File: src/pcc_pkg.sv
// Package: constants and carriers for the PWM counter-compare stage
package pcc_pkg;
   localparam int CW = 16;
   // Register offsets
   localparam logic [7:0] OFS_COMPARE_CONTROL = 8'h0e;
   localparam logic [7:0] OFS_COMPARE_A_FINE_EXTENSION = 8'h10;
   localparam logic [7:0] OFS_COMPARE_A_VALUE = 8'h12;
   localparam logic [7:0] OFS_COMPARE_B_VALUE = 8'h14;
   // Compare control field positions
   localparam int POS_LOAD_A = 0;
   localparam int POS_LOAD_B = 2;
   localparam int POS_IMM_A = 4;
   localparam int POS_IMM_B = 6;
   localparam int POS_SHADOW_FULL_A = 8;
   localparam int POS_SHADOW_FULL_B = 9;
   // Reset values
   localparam logic [15:0] RST_COMPARE_CONTROL = 16'h0000;
   localparam logic [15:0] RST_COMPARE = 16'h0000;
   localparam logic [15:0] RST_FINE = 16'h0000;
   // Load point encoding
   localparam logic [1:0] LOAD_ZERO = 2'h0;
   localparam logic [1:0] LOAD_PERIOD = 2'h1;
   localparam logic [1:0] LOAD_BOTH = 2'h2;
   localparam logic [1:0] LOAD_FREEZE = 2'h3;

   typedef struct packed {
      logic [7:0] addr;
      logic [15:0] wdata;
      logic wr;
      logic rd;
   } pcc_bus_req_t;

   typedef struct packed {
      logic [15:0] count;
      logic [15:0] period;
      logic count_up;
      logic tick;
   } pcc_time_base_t;

   typedef struct packed {
      logic match_a_event;
      logic match_b_event;
      logic zero_match_event;
      logic period_match_event;
      logic count_up;
   } pcc_events_t;
endpackage : pcc_pkg

File: src/pcc_counter_compare.sv
// Module: counter-compare stage with shadowed compare A and B values
module pcc_counter_compare #(
   parameter bit HAS_FINE = 1'b1
) (
   input wire logic i_sys_clk,
   input wire logic i_rst_b,
   input wire pcc_pkg::pcc_bus_req_t i_bus,
   output logic [15:0] o_rdata,
   input wire pcc_pkg::pcc_time_base_t i_tb,
   output pcc_pkg::pcc_events_t o_events,
   output logic [15:0] o_fine_a
);
   logic [1:0] load_a_q;
   logic [1:0] load_b_q;
   logic imm_a_q;
   logic imm_b_q;
   logic [15:0] act_a_q;
   logic [15:0] act_b_q;
   logic [15:0] shd_a_q;
   logic [15:0] shd_b_q;
   logic full_a_q;
   logic full_b_q;
   logic [15:0] fine_q;
   logic is_zero;
   logic is_period;
   logic ld_a;
   logic ld_b;
   logic wr_ctl;
   logic wr_a;
   logic wr_b;
   logic wr_fine;

   function automatic logic load_due(input logic [1:0] mode, input logic z, input logic p);
      logic r;
      r = 1'b0;
      case (mode)
         pcc_pkg::LOAD_ZERO: r = z;
         pcc_pkg::LOAD_PERIOD: r = p;
         pcc_pkg::LOAD_BOTH: r = z | p;
         default: r = 1'b0;
      endcase
      return r;
   endfunction : load_due

   assign is_zero = i_tb.tick && (i_tb.count == 16'h0000);
   assign is_period = i_tb.tick && (i_tb.count == i_tb.period);
   assign ld_a = !imm_a_q && load_due(load_a_q, is_zero, is_period);
   assign ld_b = !imm_b_q && load_due(load_b_q, is_zero, is_period);

   always_comb begin
      wr_ctl = 1'b0;
      wr_a = 1'b0;
      wr_b = 1'b0;
      wr_fine = 1'b0;
      if (i_bus.wr && i_bus.addr == pcc_pkg::OFS_COMPARE_CONTROL) begin
         wr_ctl = 1'b1;
      end else if (i_bus.wr && i_bus.addr == pcc_pkg::OFS_COMPARE_A_VALUE) begin
         wr_a = 1'b1;
      end else if (i_bus.wr && i_bus.addr == pcc_pkg::OFS_COMPARE_B_VALUE) begin
         wr_b = 1'b1;
      end else if (i_bus.wr && i_bus.addr == pcc_pkg::OFS_COMPARE_A_FINE_EXTENSION) begin
         wr_fine = HAS_FINE;
      end
   end

   // Compare control
   always_ff @(posedge i_sys_clk) begin
      if (!i_rst_b) begin
         load_a_q <= pcc_pkg::RST_COMPARE_CONTROL[pcc_pkg::POS_LOAD_A +: 2];
         load_b_q <= pcc_pkg::RST_COMPARE_CONTROL[pcc_pkg::POS_LOAD_B +: 2];
         imm_a_q <= pcc_pkg::RST_COMPARE_CONTROL[pcc_pkg::POS_IMM_A];
         imm_b_q <= pcc_pkg::RST_COMPARE_CONTROL[pcc_pkg::POS_IMM_B];
      end else if (wr_ctl) begin
         load_a_q <= i_bus.wdata[pcc_pkg::POS_LOAD_A +: 2];
         load_b_q <= i_bus.wdata[pcc_pkg::POS_LOAD_B +: 2];
         imm_a_q <= i_bus.wdata[pcc_pkg::POS_IMM_A];
         imm_b_q <= i_bus.wdata[pcc_pkg::POS_IMM_B];
      end
   end

   // Compare A copies
   always_ff @(posedge i_sys_clk) begin
      if (!i_rst_b) begin
         act_a_q <= pcc_pkg::RST_COMPARE;
         shd_a_q <= pcc_pkg::RST_COMPARE;
         full_a_q <= 1'b0;
      end else begin
         if (wr_a && imm_a_q) begin
            act_a_q <= i_bus.wdata;
         end else if (ld_a) begin
            act_a_q <= shd_a_q;
         end
         if (wr_a && !imm_a_q) begin
            shd_a_q <= i_bus.wdata;
            full_a_q <= 1'b1;
         end else if (ld_a) begin
            full_a_q <= 1'b0;
         end
      end
   end

   // Compare B copies
   always_ff @(posedge i_sys_clk) begin
      if (!i_rst_b) begin
         act_b_q <= pcc_pkg::RST_COMPARE;
         shd_b_q <= pcc_pkg::RST_COMPARE;
         full_b_q <= 1'b0;
      end else begin
         if (wr_b && imm_b_q) begin
            act_b_q <= i_bus.wdata;
         end else if (ld_b) begin
            act_b_q <= shd_b_q;
         end
         if (wr_b && !imm_b_q) begin
            shd_b_q <= i_bus.wdata;
            full_b_q <= 1'b1;
         end else if (ld_b) begin
            full_b_q <= 1'b0;
         end
      end
   end

   // Fine extension, written directly on a bus write, not shadowed with compare A
   always_ff @(posedge i_sys_clk) begin
      if (!i_rst_b) begin
         fine_q <= pcc_pkg::RST_FINE;
      end else if (wr_fine) begin
         fine_q <= i_bus.wdata;
      end
   end
   assign o_fine_a = HAS_FINE ? fine_q : 16'h0000;

   // Read data, one cycle after the read strobe
   always_ff @(posedge i_sys_clk) begin
      if (!i_rst_b) begin
         o_rdata <= 16'h0000;
      end else if (!i_bus.rd) begin
         o_rdata <= 16'h0000;
      end else if (i_bus.addr == pcc_pkg::OFS_COMPARE_CONTROL) begin
         o_rdata <= {6'h00, full_b_q, full_a_q, 1'b0, imm_b_q, 1'b0, imm_a_q,
                     load_b_q, load_a_q};
      end else if (i_bus.addr == pcc_pkg::OFS_COMPARE_A_VALUE) begin
         o_rdata <= imm_a_q ? act_a_q : shd_a_q;
      end else if (i_bus.addr == pcc_pkg::OFS_COMPARE_B_VALUE) begin
         o_rdata <= imm_b_q ? act_b_q : shd_b_q;
      end else if (i_bus.addr == pcc_pkg::OFS_COMPARE_A_FINE_EXTENSION) begin
         o_rdata <= HAS_FINE ? fine_q : 16'h0000;
      end else begin
         o_rdata <= 16'h0000;
      end
   end

   // Events registered every clock, raised only on a time-base tick, matches from active values only
   always_ff @(posedge i_sys_clk) begin
      if (!i_rst_b) begin
         o_events <= '0;
      end else begin
         o_events.match_a_event <= i_tb.tick && (i_tb.count == act_a_q);
         o_events.match_b_event <= i_tb.tick && (i_tb.count == act_b_q);
         o_events.zero_match_event <= is_zero;
         o_events.period_match_event <= is_period;
         o_events.count_up <= i_tb.count_up;
      end
   end
   // Counter jumps from sync just pass through; no attempt to recover missed matches
   // Up-count mode gives one match per pass; up-down mode matches values between zero and period twice per pass

   event_a_ok_a: assert property (@(posedge i_sys_clk) disable iff (!i_rst_b)
      (i_tb.tick && i_tb.count == act_a_q)
      |=> o_events.match_a_event)
      else $error("match a missed");
   event_b_ok_a: assert property (@(posedge i_sys_clk) disable iff (!i_rst_b)
      (i_tb.tick && i_tb.count == act_b_q)
      |=> o_events.match_b_event)
      else $error("match b missed");
   event_a_only_a: assert property (@(posedge i_sys_clk) disable iff (!i_rst_b)
      o_events.match_a_event
      |-> $past(i_tb.tick) && $past(i_tb.count) == $past(act_a_q))
      else $error("spurious match a");
   event_b_only_a: assert property (@(posedge i_sys_clk) disable iff (!i_rst_b)
      o_events.match_b_event
      |-> $past(i_tb.tick) && $past(i_tb.count) == $past(act_b_q))
      else $error("spurious match b");
   no_tick_a: assert property (@(posedge i_sys_clk) disable iff (!i_rst_b)
      !i_tb.tick
      |=> !o_events.match_a_event && !o_events.match_b_event)
      else $error("match without tick");
   zero_event_a: assert property (@(posedge i_sys_clk) disable iff (!i_rst_b)
      (i_tb.tick && i_tb.count == 16'h0000)
      |=> o_events.zero_match_event)
      else $error("zero event missed");
   period_event_a: assert property (@(posedge i_sys_clk) disable iff (!i_rst_b)
      (i_tb.tick && i_tb.count == i_tb.period)
      |=> o_events.period_match_event)
      else $error("period event missed");
   direction_fwd_a: assert property (@(posedge i_sys_clk) disable iff (!i_rst_b)
      $past(i_rst_b)
      |-> o_events.count_up == $past(i_tb.count_up))
      else $error("direction not forwarded");

   load_zero_a: assert property (@(posedge i_sys_clk) disable iff (!i_rst_b)
      (!imm_a_q && load_a_q == pcc_pkg::LOAD_ZERO && is_zero && !wr_a)
      |=> act_a_q == $past(shd_a_q))
      else $error("zero load of a failed");
   load_zero_b_a: assert property (@(posedge i_sys_clk) disable iff (!i_rst_b)
      (!imm_b_q && load_b_q == pcc_pkg::LOAD_ZERO && is_zero && !wr_b)
      |=> act_b_q == $past(shd_b_q))
      else $error("zero load of b failed");
   load_period_a_a: assert property (@(posedge i_sys_clk) disable iff (!i_rst_b)
      (!imm_a_q && load_a_q == pcc_pkg::LOAD_PERIOD && is_period && !wr_a)
      |=> act_a_q == $past(shd_a_q))
      else $error("period load of a failed");
   load_period_b_a: assert property (@(posedge i_sys_clk) disable iff (!i_rst_b)
      (!imm_b_q && load_b_q == pcc_pkg::LOAD_PERIOD && is_period && !wr_b)
      |=> act_b_q == $past(shd_b_q))
      else $error("period load of b failed");
   load_both_b_a: assert property (@(posedge i_sys_clk) disable iff (!i_rst_b)
      (!imm_b_q && load_b_q == pcc_pkg::LOAD_BOTH && (is_zero || is_period) && !wr_b)
      |=> act_b_q == $past(shd_b_q))
      else $error("double load of b failed");
   freeze_hold_a: assert property (@(posedge i_sys_clk) disable iff (!i_rst_b)
      (load_a_q == pcc_pkg::LOAD_FREEZE && !wr_a)
      |=> $stable(act_a_q))
      else $error("frozen a changed");
   freeze_hold_b_a: assert property (@(posedge i_sys_clk) disable iff (!i_rst_b)
      (load_b_q == pcc_pkg::LOAD_FREEZE && !wr_b)
      |=> $stable(act_b_q))
      else $error("frozen b changed");
   no_tick_hold_a: assert property (@(posedge i_sys_clk) disable iff (!i_rst_b)
      (!i_tb.tick && !wr_a)
      |=> $stable(act_a_q))
      else $error("a loaded without tick");
   no_tick_hold_b_a: assert property (@(posedge i_sys_clk) disable iff (!i_rst_b)
      (!i_tb.tick && !wr_b)
      |=> $stable(act_b_q))
      else $error("b loaded without tick");
   pending_clear_a: assert property (@(posedge i_sys_clk) disable iff (!i_rst_b)
      (ld_a && !wr_a)
      |=> !full_a_q)
      else $error("pending a not cleared");

   shadow_write_a: assert property (@(posedge i_sys_clk) disable iff (!i_rst_b)
      (wr_a && !imm_a_q && !ld_a)
      |=> $stable(act_a_q) && shd_a_q == $past(i_bus.wdata))
      else $error("shadow write reached active");
   shadow_write_b_a: assert property (@(posedge i_sys_clk) disable iff (!i_rst_b)
      (wr_b && !imm_b_q && !ld_b)
      |=> $stable(act_b_q) && shd_b_q == $past(i_bus.wdata))
      else $error("shadow write of b reached active");
   shadow_hold_a: assert property (@(posedge i_sys_clk) disable iff (!i_rst_b)
      !wr_a
      |=> $stable(shd_a_q))
      else $error("shadow a changed");
   shadow_hold_b_a: assert property (@(posedge i_sys_clk) disable iff (!i_rst_b)
      !wr_b
      |=> $stable(shd_b_q))
      else $error("shadow b changed");
   pending_set_a: assert property (@(posedge i_sys_clk) disable iff (!i_rst_b)
      (wr_a && !imm_a_q)
      |=> full_a_q)
      else $error("pending a not set");
   immediate_a_a: assert property (@(posedge i_sys_clk) disable iff (!i_rst_b)
      (wr_a && imm_a_q)
      |=> act_a_q == $past(i_bus.wdata))
      else $error("immediate write of a lost");
   immediate_b_a: assert property (@(posedge i_sys_clk) disable iff (!i_rst_b)
      (wr_b && imm_b_q)
      |=> act_b_q == $past(i_bus.wdata))
      else $error("immediate write of b lost");
   imm_hold_a_a: assert property (@(posedge i_sys_clk) disable iff (!i_rst_b)
      (imm_a_q && !wr_a)
      |=> $stable(act_a_q))
      else $error("a loaded in immediate mode");
   imm_hold_b_a: assert property (@(posedge i_sys_clk) disable iff (!i_rst_b)
      (imm_b_q && !wr_b)
      |=> $stable(act_b_q))
      else $error("b loaded in immediate mode");

   read_idle_a: assert property (@(posedge i_sys_clk) disable iff (!i_rst_b)
      !i_bus.rd
      |=> o_rdata == 16'h0000)
      else $error("read data without strobe");
   read_a_path_a: assert property (@(posedge i_sys_clk) disable iff (!i_rst_b)
      (i_bus.rd && i_bus.addr == pcc_pkg::OFS_COMPARE_A_VALUE)
      |=> o_rdata == $past(imm_a_q ? act_a_q : shd_a_q))
      else $error("wrong copy of a read");
   read_b_path_a: assert property (@(posedge i_sys_clk) disable iff (!i_rst_b)
      (i_bus.rd && i_bus.addr == pcc_pkg::OFS_COMPARE_B_VALUE)
      |=> o_rdata == $past(imm_b_q ? act_b_q : shd_b_q))
      else $error("wrong copy of b read");
   read_ctl_a: assert property (@(posedge i_sys_clk) disable iff (!i_rst_b)
      (i_bus.rd && i_bus.addr == pcc_pkg::OFS_COMPARE_CONTROL)
      |=> o_rdata[pcc_pkg::POS_LOAD_A +: 2] == $past(load_a_q)
         && o_rdata[pcc_pkg::POS_LOAD_B +: 2] == $past(load_b_q))
      else $error("load points read wrong");
   ctl_write_a: assert property (@(posedge i_sys_clk) disable iff (!i_rst_b)
      wr_ctl
      |=> load_a_q == $past(i_bus.wdata[pcc_pkg::POS_LOAD_A +: 2])
         && imm_a_q == $past(i_bus.wdata[pcc_pkg::POS_IMM_A]))
      else $error("control write lost");
   ctl_hold_a: assert property (@(posedge i_sys_clk) disable iff (!i_rst_b)
      !wr_ctl
      |=> $stable(load_a_q) && $stable(load_b_q)
         && $stable(imm_a_q) && $stable(imm_b_q))
      else $error("control changed without write");
   fine_write_a: assert property (@(posedge i_sys_clk) disable iff (!i_rst_b)
      wr_fine
      |=> o_fine_a == $past(i_bus.wdata))
      else $error("fine write lost");
   fine_hold_a: assert property (@(posedge i_sys_clk) disable iff (!i_rst_b)
      !wr_fine
      |=> $stable(fine_q))
      else $error("fine changed without write");
   reset_shadow_a: assert property (@(posedge i_sys_clk)
      !i_rst_b
      |=> !imm_a_q && !imm_b_q)
      else $error("shadow not enabled after reset");
   reset_clear_a: assert property (@(posedge i_sys_clk)
      !i_rst_b
      |=> act_a_q == 16'h0000 && act_b_q == 16'h0000 && !full_a_q && !full_b_q)
      else $error("compare copies not cleared");

   cov_match_a_c: cover property (@(posedge i_sys_clk) disable iff (!i_rst_b)
      o_events.match_a_event);
   cov_load_a_c: cover property (@(posedge i_sys_clk) disable iff (!i_rst_b) ld_a && full_a_q);
   cov_imm_b_c: cover property (@(posedge i_sys_clk) disable iff (!i_rst_b) wr_b && imm_b_q);
   cov_both_b_c: cover property (@(posedge i_sys_clk) disable iff (!i_rst_b)
      ld_b && load_b_q == pcc_pkg::LOAD_BOTH && is_period);
   cov_both_c: cover property (@(posedge i_sys_clk) disable iff (!i_rst_b)
      o_events.match_a_event && o_events.match_b_event);
endmodule : pcc_counter_compare

File: config.mk
export PLATFORM = sky130hd
export DESIGN_NAME = pcc_counter_compare
export DESIGN_NICKNAME = d
export VERILOG_FILES = /design/src/pcc_pkg.sv /design/src/pcc_counter_compare.sv
export SDC_FILE = /design/constraint.sdc
export NUM_CORES = 1
export LEC_CHECK = 0
export BUFFER_PORTS_ARGS = -buffer_cell sky130_fd_sc_hd__buf_2
export CAP_MARGIN = 20
export CELL_PAD_IN_SITES_DETAIL_PLACEMENT = 1
export CELL_PAD_IN_SITES_GLOBAL_PLACEMENT = 1
export CORE_MARGIN = 2
export CORE_UTILIZATION = 35
export DETAILED_ROUTE_END_ITERATION = 6
export PLACE_DENSITY_LB_ADDON = 0.1
export SYNTH_ARGS = -nofsm -noshare
export SYNTH_HDL_FRONTEND = slang
export SYNTH_SLANG_ARGS = --single-unit
File: constraint.sdc
create_clock -name i_sys_clk -period 2.45 [get_ports i_sys_clk]
set_input_delay 0.49 -clock i_sys_clk [delete_from_list [all_inputs] [get_ports i_sys_clk]]
set_output_delay 0.49 -clock i_sys_clk [all_outputs]
set_load 0.01 [all_outputs]
==> reports/qor.log, run 1 <==
qor: status.outcome finished, final reports clean
qor: grt.first_pass_grt_wire_length 31290 um
qor: layout.num_antenna_cells 0
qor: floorplan.top_level_ports 99
qor: route.via_count 5239
qor: floorplan.fp.dieArea 16620 sq um
qor: floorplan.core_area 15200 sq um
qor: synth.synth_top_cell_area_share 0.3995
qor: synth.synth.cells.most_frequent 109 x dfxtp_1, 94 x nand2_1, 70 x nor2_1
qor: route.ant_nets 0
qor: pwr.power_frac_seq 0.486
qor: synth.synth-edff-count 0
qor: timing.final.period_utilization 0.9025
qor: clock_tree.worst_skew_pair.late_latency 0.36 ns
qor: pwr.vdd.ir_drop.worst 310.6 uV
qor: place.gp_congestion 0.8755
qor: setup_path.data_arrival_time_of_the_critical_path 2.50 ns
qor: clock_tree.max-clock-path-buffers 2
qor: route.postRouteWirelength 20580 um
qor: place.port_buffer_count 98
qor: synth.area_contributors_post_synth dfxtp_1 40%, mux2i_1 8.2%, nand2_1 6.5%
qor: timing.achievable_frequency 452.2 MHz
qor: pwr.share_comb_of_total_power 0.081
qor: timing.rsz0062_at_grt no
qor: setup_path.timing.critical_path.slowest_cell_delay 0.38 ns
qor: layout.num-nets-final 828
qor: synth.postSynthCellCount 640
qor: place.dp.final_hpwl 15550 um
qor: synth.synth_compound_area_frac 0.1574
qor: setup_path.critPathRequiredTime 2.73 ns
qor: synth.syn_avg_cell_area 8.534 sq um
qor: setup_path.cp_cell_sequence buf_2, nor4_1, nand4_1, nor3_1, a32o_1, buf_12, mux2_2, a211oi_2
qor: synth.synth-async-reset-ratio 0
qor: timing.totalNegativeSetupSlack 0 ns
qor: synth.yosysSeqAreaShare 0.3995
qor: timing.final_hold_viol_count 0
qor: timing.final.setup_skew 0.007388 ns
qor: clock_tree.numCtsBuffers 9
qor: pwr.power.density 540.4 nW/um^2
qor: synth.synthDominantAreaCellType dfxtp_1
qor: grt.first_global_vias 5395
qor: synth.synth_mux_area_frac 0.1175
qor: synth.synth_adder_area_share 0
qor: grt.gr-total-overflow 0
qor: synth.synth_xor_area_frac 0.08018
qor: route.detail_route.iter0.violations 251
qor: floorplan.die-height 128.9 um
qor: synth.mappedNetlistArea 5461 sq um
qor: pwr.leak_pwr 2.720 nW
qor: route.drt-pass1-iter-count 5
qor: grt.track_usage 0.2533
qor: synth.synthFlopType dfxtp_1
qor: route.route.detailed.vias_per_inst 5.463
qor: clock_tree.cts_hold_repair.buffers 0
qor: timing.max_slew_margin 0.6567
qor: synth.nets_in_the_synthesized_netlist 702
qor: layout.fillCellCount 1851
qor: setup_path.worstSetupPathType in2reg
qor: timing.max_slew_violation_count 0
qor: clock_tree.setup_bufs_post_cts 0
qor: timing.timing_worst_slew_pin_value 0.5095 ns
qor: synth.dominant_combinational_cell_family_by_area_after_synthesis simple AND/OR/NAND/NOR gates
qor: hold_path.worst_hold_path_type in2reg
qor: pwr.cellInternalPower 2.736 mW
qor: setup_path.crit_path_max_fanout 17
qor: floorplan.starting_density 0.3593
qor: setup_path.start_kind input pin
qor: synth.synthMostInstantiatedCell dfxtp_1
qor: place.dp_cells 942
qor: synth.synth_cell_types 53
qor: grt.initial_antenna_violation_count 0
qor: setup_path.largest_delay_share_family_worst_path simple AND/OR/NAND/NOR gates
qor: clock_tree.clock-root-buffer clkbuf_16
qor: layout.final-instance-count-excl-fill 959
qor: clock_tree.cts.htree.levels 3
qor: pwr.p_clk_frac 0.433
qor: setup_path.endpoint_kind flop
qor: floorplan.die_w 128.9 um
qor: route.post_dr_wirelength_cell 21.45 um
qor: clock_tree.count_of_clock_tree_sinks 109
qor: floorplan.fp-row-count 45
qor: layout.areaGrowthSynthToFinish 23.71%
qor: setup_path.crit_slowest_cell nor4_1
qor: timing.finalSetupViolations 0
qor: clock_tree.cts.repair.resized 0
qor: synth.synth_warnings 0
qor: synth.synth.ff_latch_count 109
qor: run.drv_cap 0
qor: clock_tree.cts.reportedPaths.clkPinSlew 0.08 ns
qor: synth.post_synthesis_simple_gate_area_fraction 0.1943
qor: route.post-route-drc-count 0
qor: timing.period_needed 2.211 ns
qor: grt.grt_start_max_net_pins 62
qor: pwr.power.share.switching 0.2506
qor: pwr.net_load_switching_power 0.9149 mW
qor: layout.final_layout_size_suffix_gt1_frac 0.2568
qor: setup_path.worst-path-buf-inv 2
qor: clock_tree.clock_tree_from_tritoncts yes
-- registers in the layout (all words and copies together) (netlist names), 2 cells and up --
register	count
load_b_q	2
shd_b_q	16
load_a_q	2
shd_a_q	16
o_rdata	16
o_fine_a	16
act_a_q	16
act_b_q	16
o_events	5
-- metal layers --
| layer | global-route usage | wire (um) | vias up |
|---|---|---|---|
| li1 | - | - | 2486 |
| met2 | 0.4286 | 9720 | 133 |
| met4 | 0.05499 | 248 | 0 |
| met1 | 0.3410 | 9637 | 2602 |
| met3 | 0.04158 | 968 | 18 |
| met5 | 0 | 0 | - |
-- per-stage QoR --
step	util	hold slack [ns]	total power [mW]	setup slack, ns	area, sq um
2_1_floorplan	-	0.4319	1.936	0.4040	5461
3_3_place_gp	0.4230	0.4435	2.103	-0.1135	6430
3_5_place_dp	0.4230	0.4456	2.109	-0.2193	6430
4_1_cts	0.4440	0.3278	3.690	0.03240	6749
5_1_grt	0.4444	0.3399	3.779	0.1070	6756
6_report	0.4444	0.3375	3.651	0.2388	6756
-- logic make-up (layout without fill, tap and decap cells) --
family | after synthesis | count (layout)
AO/OA/AOI/OAI | 132 | 132
XOR/XNOR | 50 | 50
buffers and inverters | 57 | 188
flip-flops | 109 | 109
multiplexers | 62 | 62
AND/OR/NAND/NOR | 230 | 230
-- layout by cell type, fill, tap and decap left out, types with 16 or more instances in the layout --
cell type	n
a21oi_1	48
buf_2	98
buf_4	54
dfxtp_1	109
mux2i_1	45
nand2_1	94
nand3_1	16
nor2_1	70
o21ai_0	25
xnor2_1	37
-- final cells by class --
class	count	area (sq um)	share of cell area
Timing Repair Buffer	155	955.9	0.1415
Clock buffer	10	239.0	0.03537
Sequential cell	109	2182	0.3230
Multi-Input combinational cell	474	3000	0.4441
Tap cell	188	235.2	0.03481
Clock inverter	6	80.08	0.01185
Inverter	17	63.81	0.009444
-- final timing paths --
check	start	end	slack (ns)	cells past startpoint
max reg2reg	imm_b_q	act_b_q[6]	0.51	6
max	i_tb[18]	act_b_q[6]	0.24	8
min reg2reg	shd_a_q[6]	shd_a_q[6]	0.46	2
min	i_tb[1]	o_events[0]	0.34	2
-- power by group through the flow --
stage                     logic (mW)  clock network, mW  registers (mW)
after floorplan                0.120                  0            1.82
after global placement         0.288                  0            1.82
after detailed placement       0.294                  0            1.82
after CTS                      0.297               1.62            1.77
after global routing           0.321               1.68            1.77
final                          0.296               1.58            1.77
Note: power is estimated with default switching activity, not from simulation.
==> run 2: changes to the inputs <==
--- a/config.mk
+++ b/config.mk
@@ -13,6 +13,7 @@
 export CORE_UTILIZATION = 35
 export DETAILED_ROUTE_END_ITERATION = 6
 export PLACE_DENSITY_LB_ADDON = 0.1
+export RECOVER_POWER = 100
 export SYNTH_ARGS = -nofsm -noshare
 export SYNTH_HDL_FRONTEND = slang
 export SYNTH_SLANG_ARGS = --single-unit
==> run 2 against run 1 <==
Effect of this change:
- via count is 0.27% lower
- critical path depth stayed put
- die area stayed put
- cell area is 1.9% lower
- cell count stayed put
- sequential share of layout area is 0.62 points higher
- fmax is 0.95% lower
- non-clock buffer count stayed put
- utilization is 0.83 points lower
- clock skew is 0.00054 ns lower
- sequential power hardly changed
- largest cell class unchanged
- highest routed layer unchanged
==> reports/qor.log, run 2 (same netlist as run 1, synthesis figures left out) <==
qor: setup_path.r2r_slack 0.49 ns
qor: layout.areaGrowthSynthToFinish 21.40%
qor: setup_path.start_kind input pin
qor: route.via_count 5225
qor: timing.final.period_utilization 0.9112
qor: setup_path.worstSetupEndpoint act_b_q[15]
qor: timing.finalSetupViolations 0
qor: setup_path.worstSetupPathType in2reg
qor: hold_path.worst_hold_path_type in2reg
qor: timing.achievable_frequency 448.0 MHz
qor: setup_path.rr_endpoint act_b_q[15]
qor: place.gp_congestion 0.8755
qor: hold_path.worstHoldPathCells 2
qor: grt.first_global_vias 5395
qor: clock_tree.cts.htree.levels 3
qor: clock_tree.setup_bufs_post_cts 0
qor: setup_path.reg2reg_depth 6
qor: grt.first_pass_grt_wire_length 31290 um
qor: clock_tree.max-clock-path-buffers 2
qor: layout.num_antenna_cells 0
qor: layout.final_layout_size_suffix_gt1_frac 0.1842
qor: clock_tree.worst_skew_pair.late_latency 0.36 ns
qor: timing.totalNegativeSetupSlack 0 ns
qor: floorplan.core_area 15200 sq um
qor: timing.timing_worst_slew_pin_value 1.031 ns
qor: setup_path.crit_start i_tb[18]
qor: status.outcome finished, final reports clean
qor: place.dp_slack -0.2193 ns
qor: floorplan.starting_density 0.3593
qor: route.drt-pass1-iter-count 5
qor: floorplan.top_level_ports 99
qor: clock_tree.numCtsBuffers 9
qor: timing.final.setup_skew 0.006851 ns
qor: route.ant_nets 0
qor: place.port_buffer_count 98
qor: layout.final_area 6630 sq um
qor: route.route.detailed.vias_per_inst 5.448
qor: pwr.vdd.ir_drop.worst 313.8 uV
qor: floorplan.die_w 128.9 um
qor: grt.initial_antenna_violation_count 0
qor: timing.max_slew_violation_count 0
qor: setup_path.crit_path_max_fanout 17
qor: timing.max_slew_margin 0.3124
qor: setup_path.largest_delay_share_family_worst_path simple AND/OR/NAND/NOR gates
qor: timing.pnr_worst_setup_slack 0.2177 ns
qor: grt.gr-total-overflow 0
qor: route.postRouteWirelength 20520 um
qor: clock_tree.cts.repair.resized 0
qor: setup_path.cp_cell_sequence clkbuf_1, nor4_1, nand4_1, nor3_1, a32o_1, buf_12, mux2_2, a211oi_1
qor: timing.period_needed 2.232 ns
qor: grt.grt_start_max_net_pins 62
qor: setup_path.cp_num_cells 8
qor: run.drv_cap 0
qor: setup_path.data_arrival_time_of_the_critical_path 2.51 ns
qor: setup_path.timing.critical_path.slowest_cell_delay 0.38 ns
qor: place.dp.final_hpwl 15550 um
qor: pwr.leak_pwr 2.505 nW
qor: grt.track_usage 0.2533
qor: pwr.power.density 549.2 nW/um^2
qor: route.detail_route.iter0.violations 241
qor: timing.final.hold.worst_slack 0.3380 ns
qor: layout.finish.utilization 0.4361
qor: clock_tree.count_of_clock_tree_sinks 109
qor: setup_path.reg2reg_from imm_b_q
qor: floorplan.fp.dieArea 16620 sq um
qor: timing.rsz0062_at_grt no
qor: setup_path.crit_slowest_cell nor4_1
qor: route.post_dr_wirelength_cell 21.40 um
qor: clock_tree.clock-root-buffer clkbuf_16
qor: clock_tree.cts.reportedPaths.clkPinSlew 0.07 ns
qor: clock_tree.clock_tree_from_tritoncts yes
qor: layout.num-nets-final 828
qor: route.post-route-drc-count 0
qor: timing.final_hold_viol_count 0
qor: layout.most_common_library_cell_in_the_layout_ignoring_fill_and_taps dfxtp_1
qor: setup_path.critPathRequiredTime 2.72 ns
qor: floorplan.die-height 128.9 um
qor: setup_path.worst-path-buf-inv 2
qor: floorplan.fp-row-count 45
qor: layout.mostFrequentLayoutCells 109 x dfxtp_1, 94 x nand2_1, 72 x nor2_1, 59 x buf_2, 50 x clkbuf_1
qor: clock_tree.cts_hold_repair.buffers 0
qor: place.postPlaceCellArea 6430 sq um
qor: setup_path.endpoint_kind flop
-- run 2: cell types whose count changed in the layout (fill, tap and decap cells not counted), moves of 2 or more --
| cell | before | now |
|---|---|---|
| clkbuf_1 | 0 | 50 |
| buf_4 | 54 | 39 |
| clkbuf_2 | 0 | 3 |
| a211oi_1 | 0 | 2 |
| a211oi_2 | 3 | 1 |
| nor2_1 | 70 | 72 |
| buf_2 | 98 | 59 |
-- run 2: routing by layer --
layer,wire (um),GRT usage
met1,9559,0.3410
met2,9717,0.4286
met3,1010,0.04158
met4,229,0.05499
met5,0,0
-- run 2: worst min path at each step --
stage          slack [ns]          end   startpoint
6_report             0.34  o_events[0]      i_tb[1]
4_1_cts              0.33  o_events[0]      i_tb[1]
3_5_place_dp         0.45   shd_a_q[6]   shd_a_q[6]
5_1_grt              0.34  o_events[0]      i_tb[1]
3_3_place_gp         0.44   shd_a_q[5]   shd_a_q[5]
2_1_floorplan        0.43  shd_a_q[14]  shd_a_q[14]
-- run 2: power breakdown --
part	switching, mW	total [mW]	internal, mW
clock	0.736	1.58	0.842
combinational	0.172	0.291	0.119
sequential	0.00144	1.77	1.77
-- run 2: area by class of cell --
cell class                      instances  area (sq um)
Timing Repair Buffer                  155         858.3
Fill cell                            1884          8572
Clock buffer                           10         239.0
Tap cell                              188         235.2
Multi-Input combinational cell        474          2972
Clock inverter                          6         80.08
Inverter                               17         63.81
Sequential cell                       109          2182
-- run 2: stage by stage --
stage          instances  power (mW)
6_report             959       3.641
5_1_grt              959       3.774
4_1_cts              958       3.690
3_5_place_dp         942       2.109
3_3_place_gp         942       2.103
2_1_floorplan        640       1.936
-- run 2: worst register-to-register path, stage by stage, from the launching register on --
cell and delay [ns]:
dfxtp_1 0.56, inv_1 0.19, and2_1 0.18, a32o_1 0.28
buf_12 0.17, mux2_2 0.28, a211oi_1 0.21
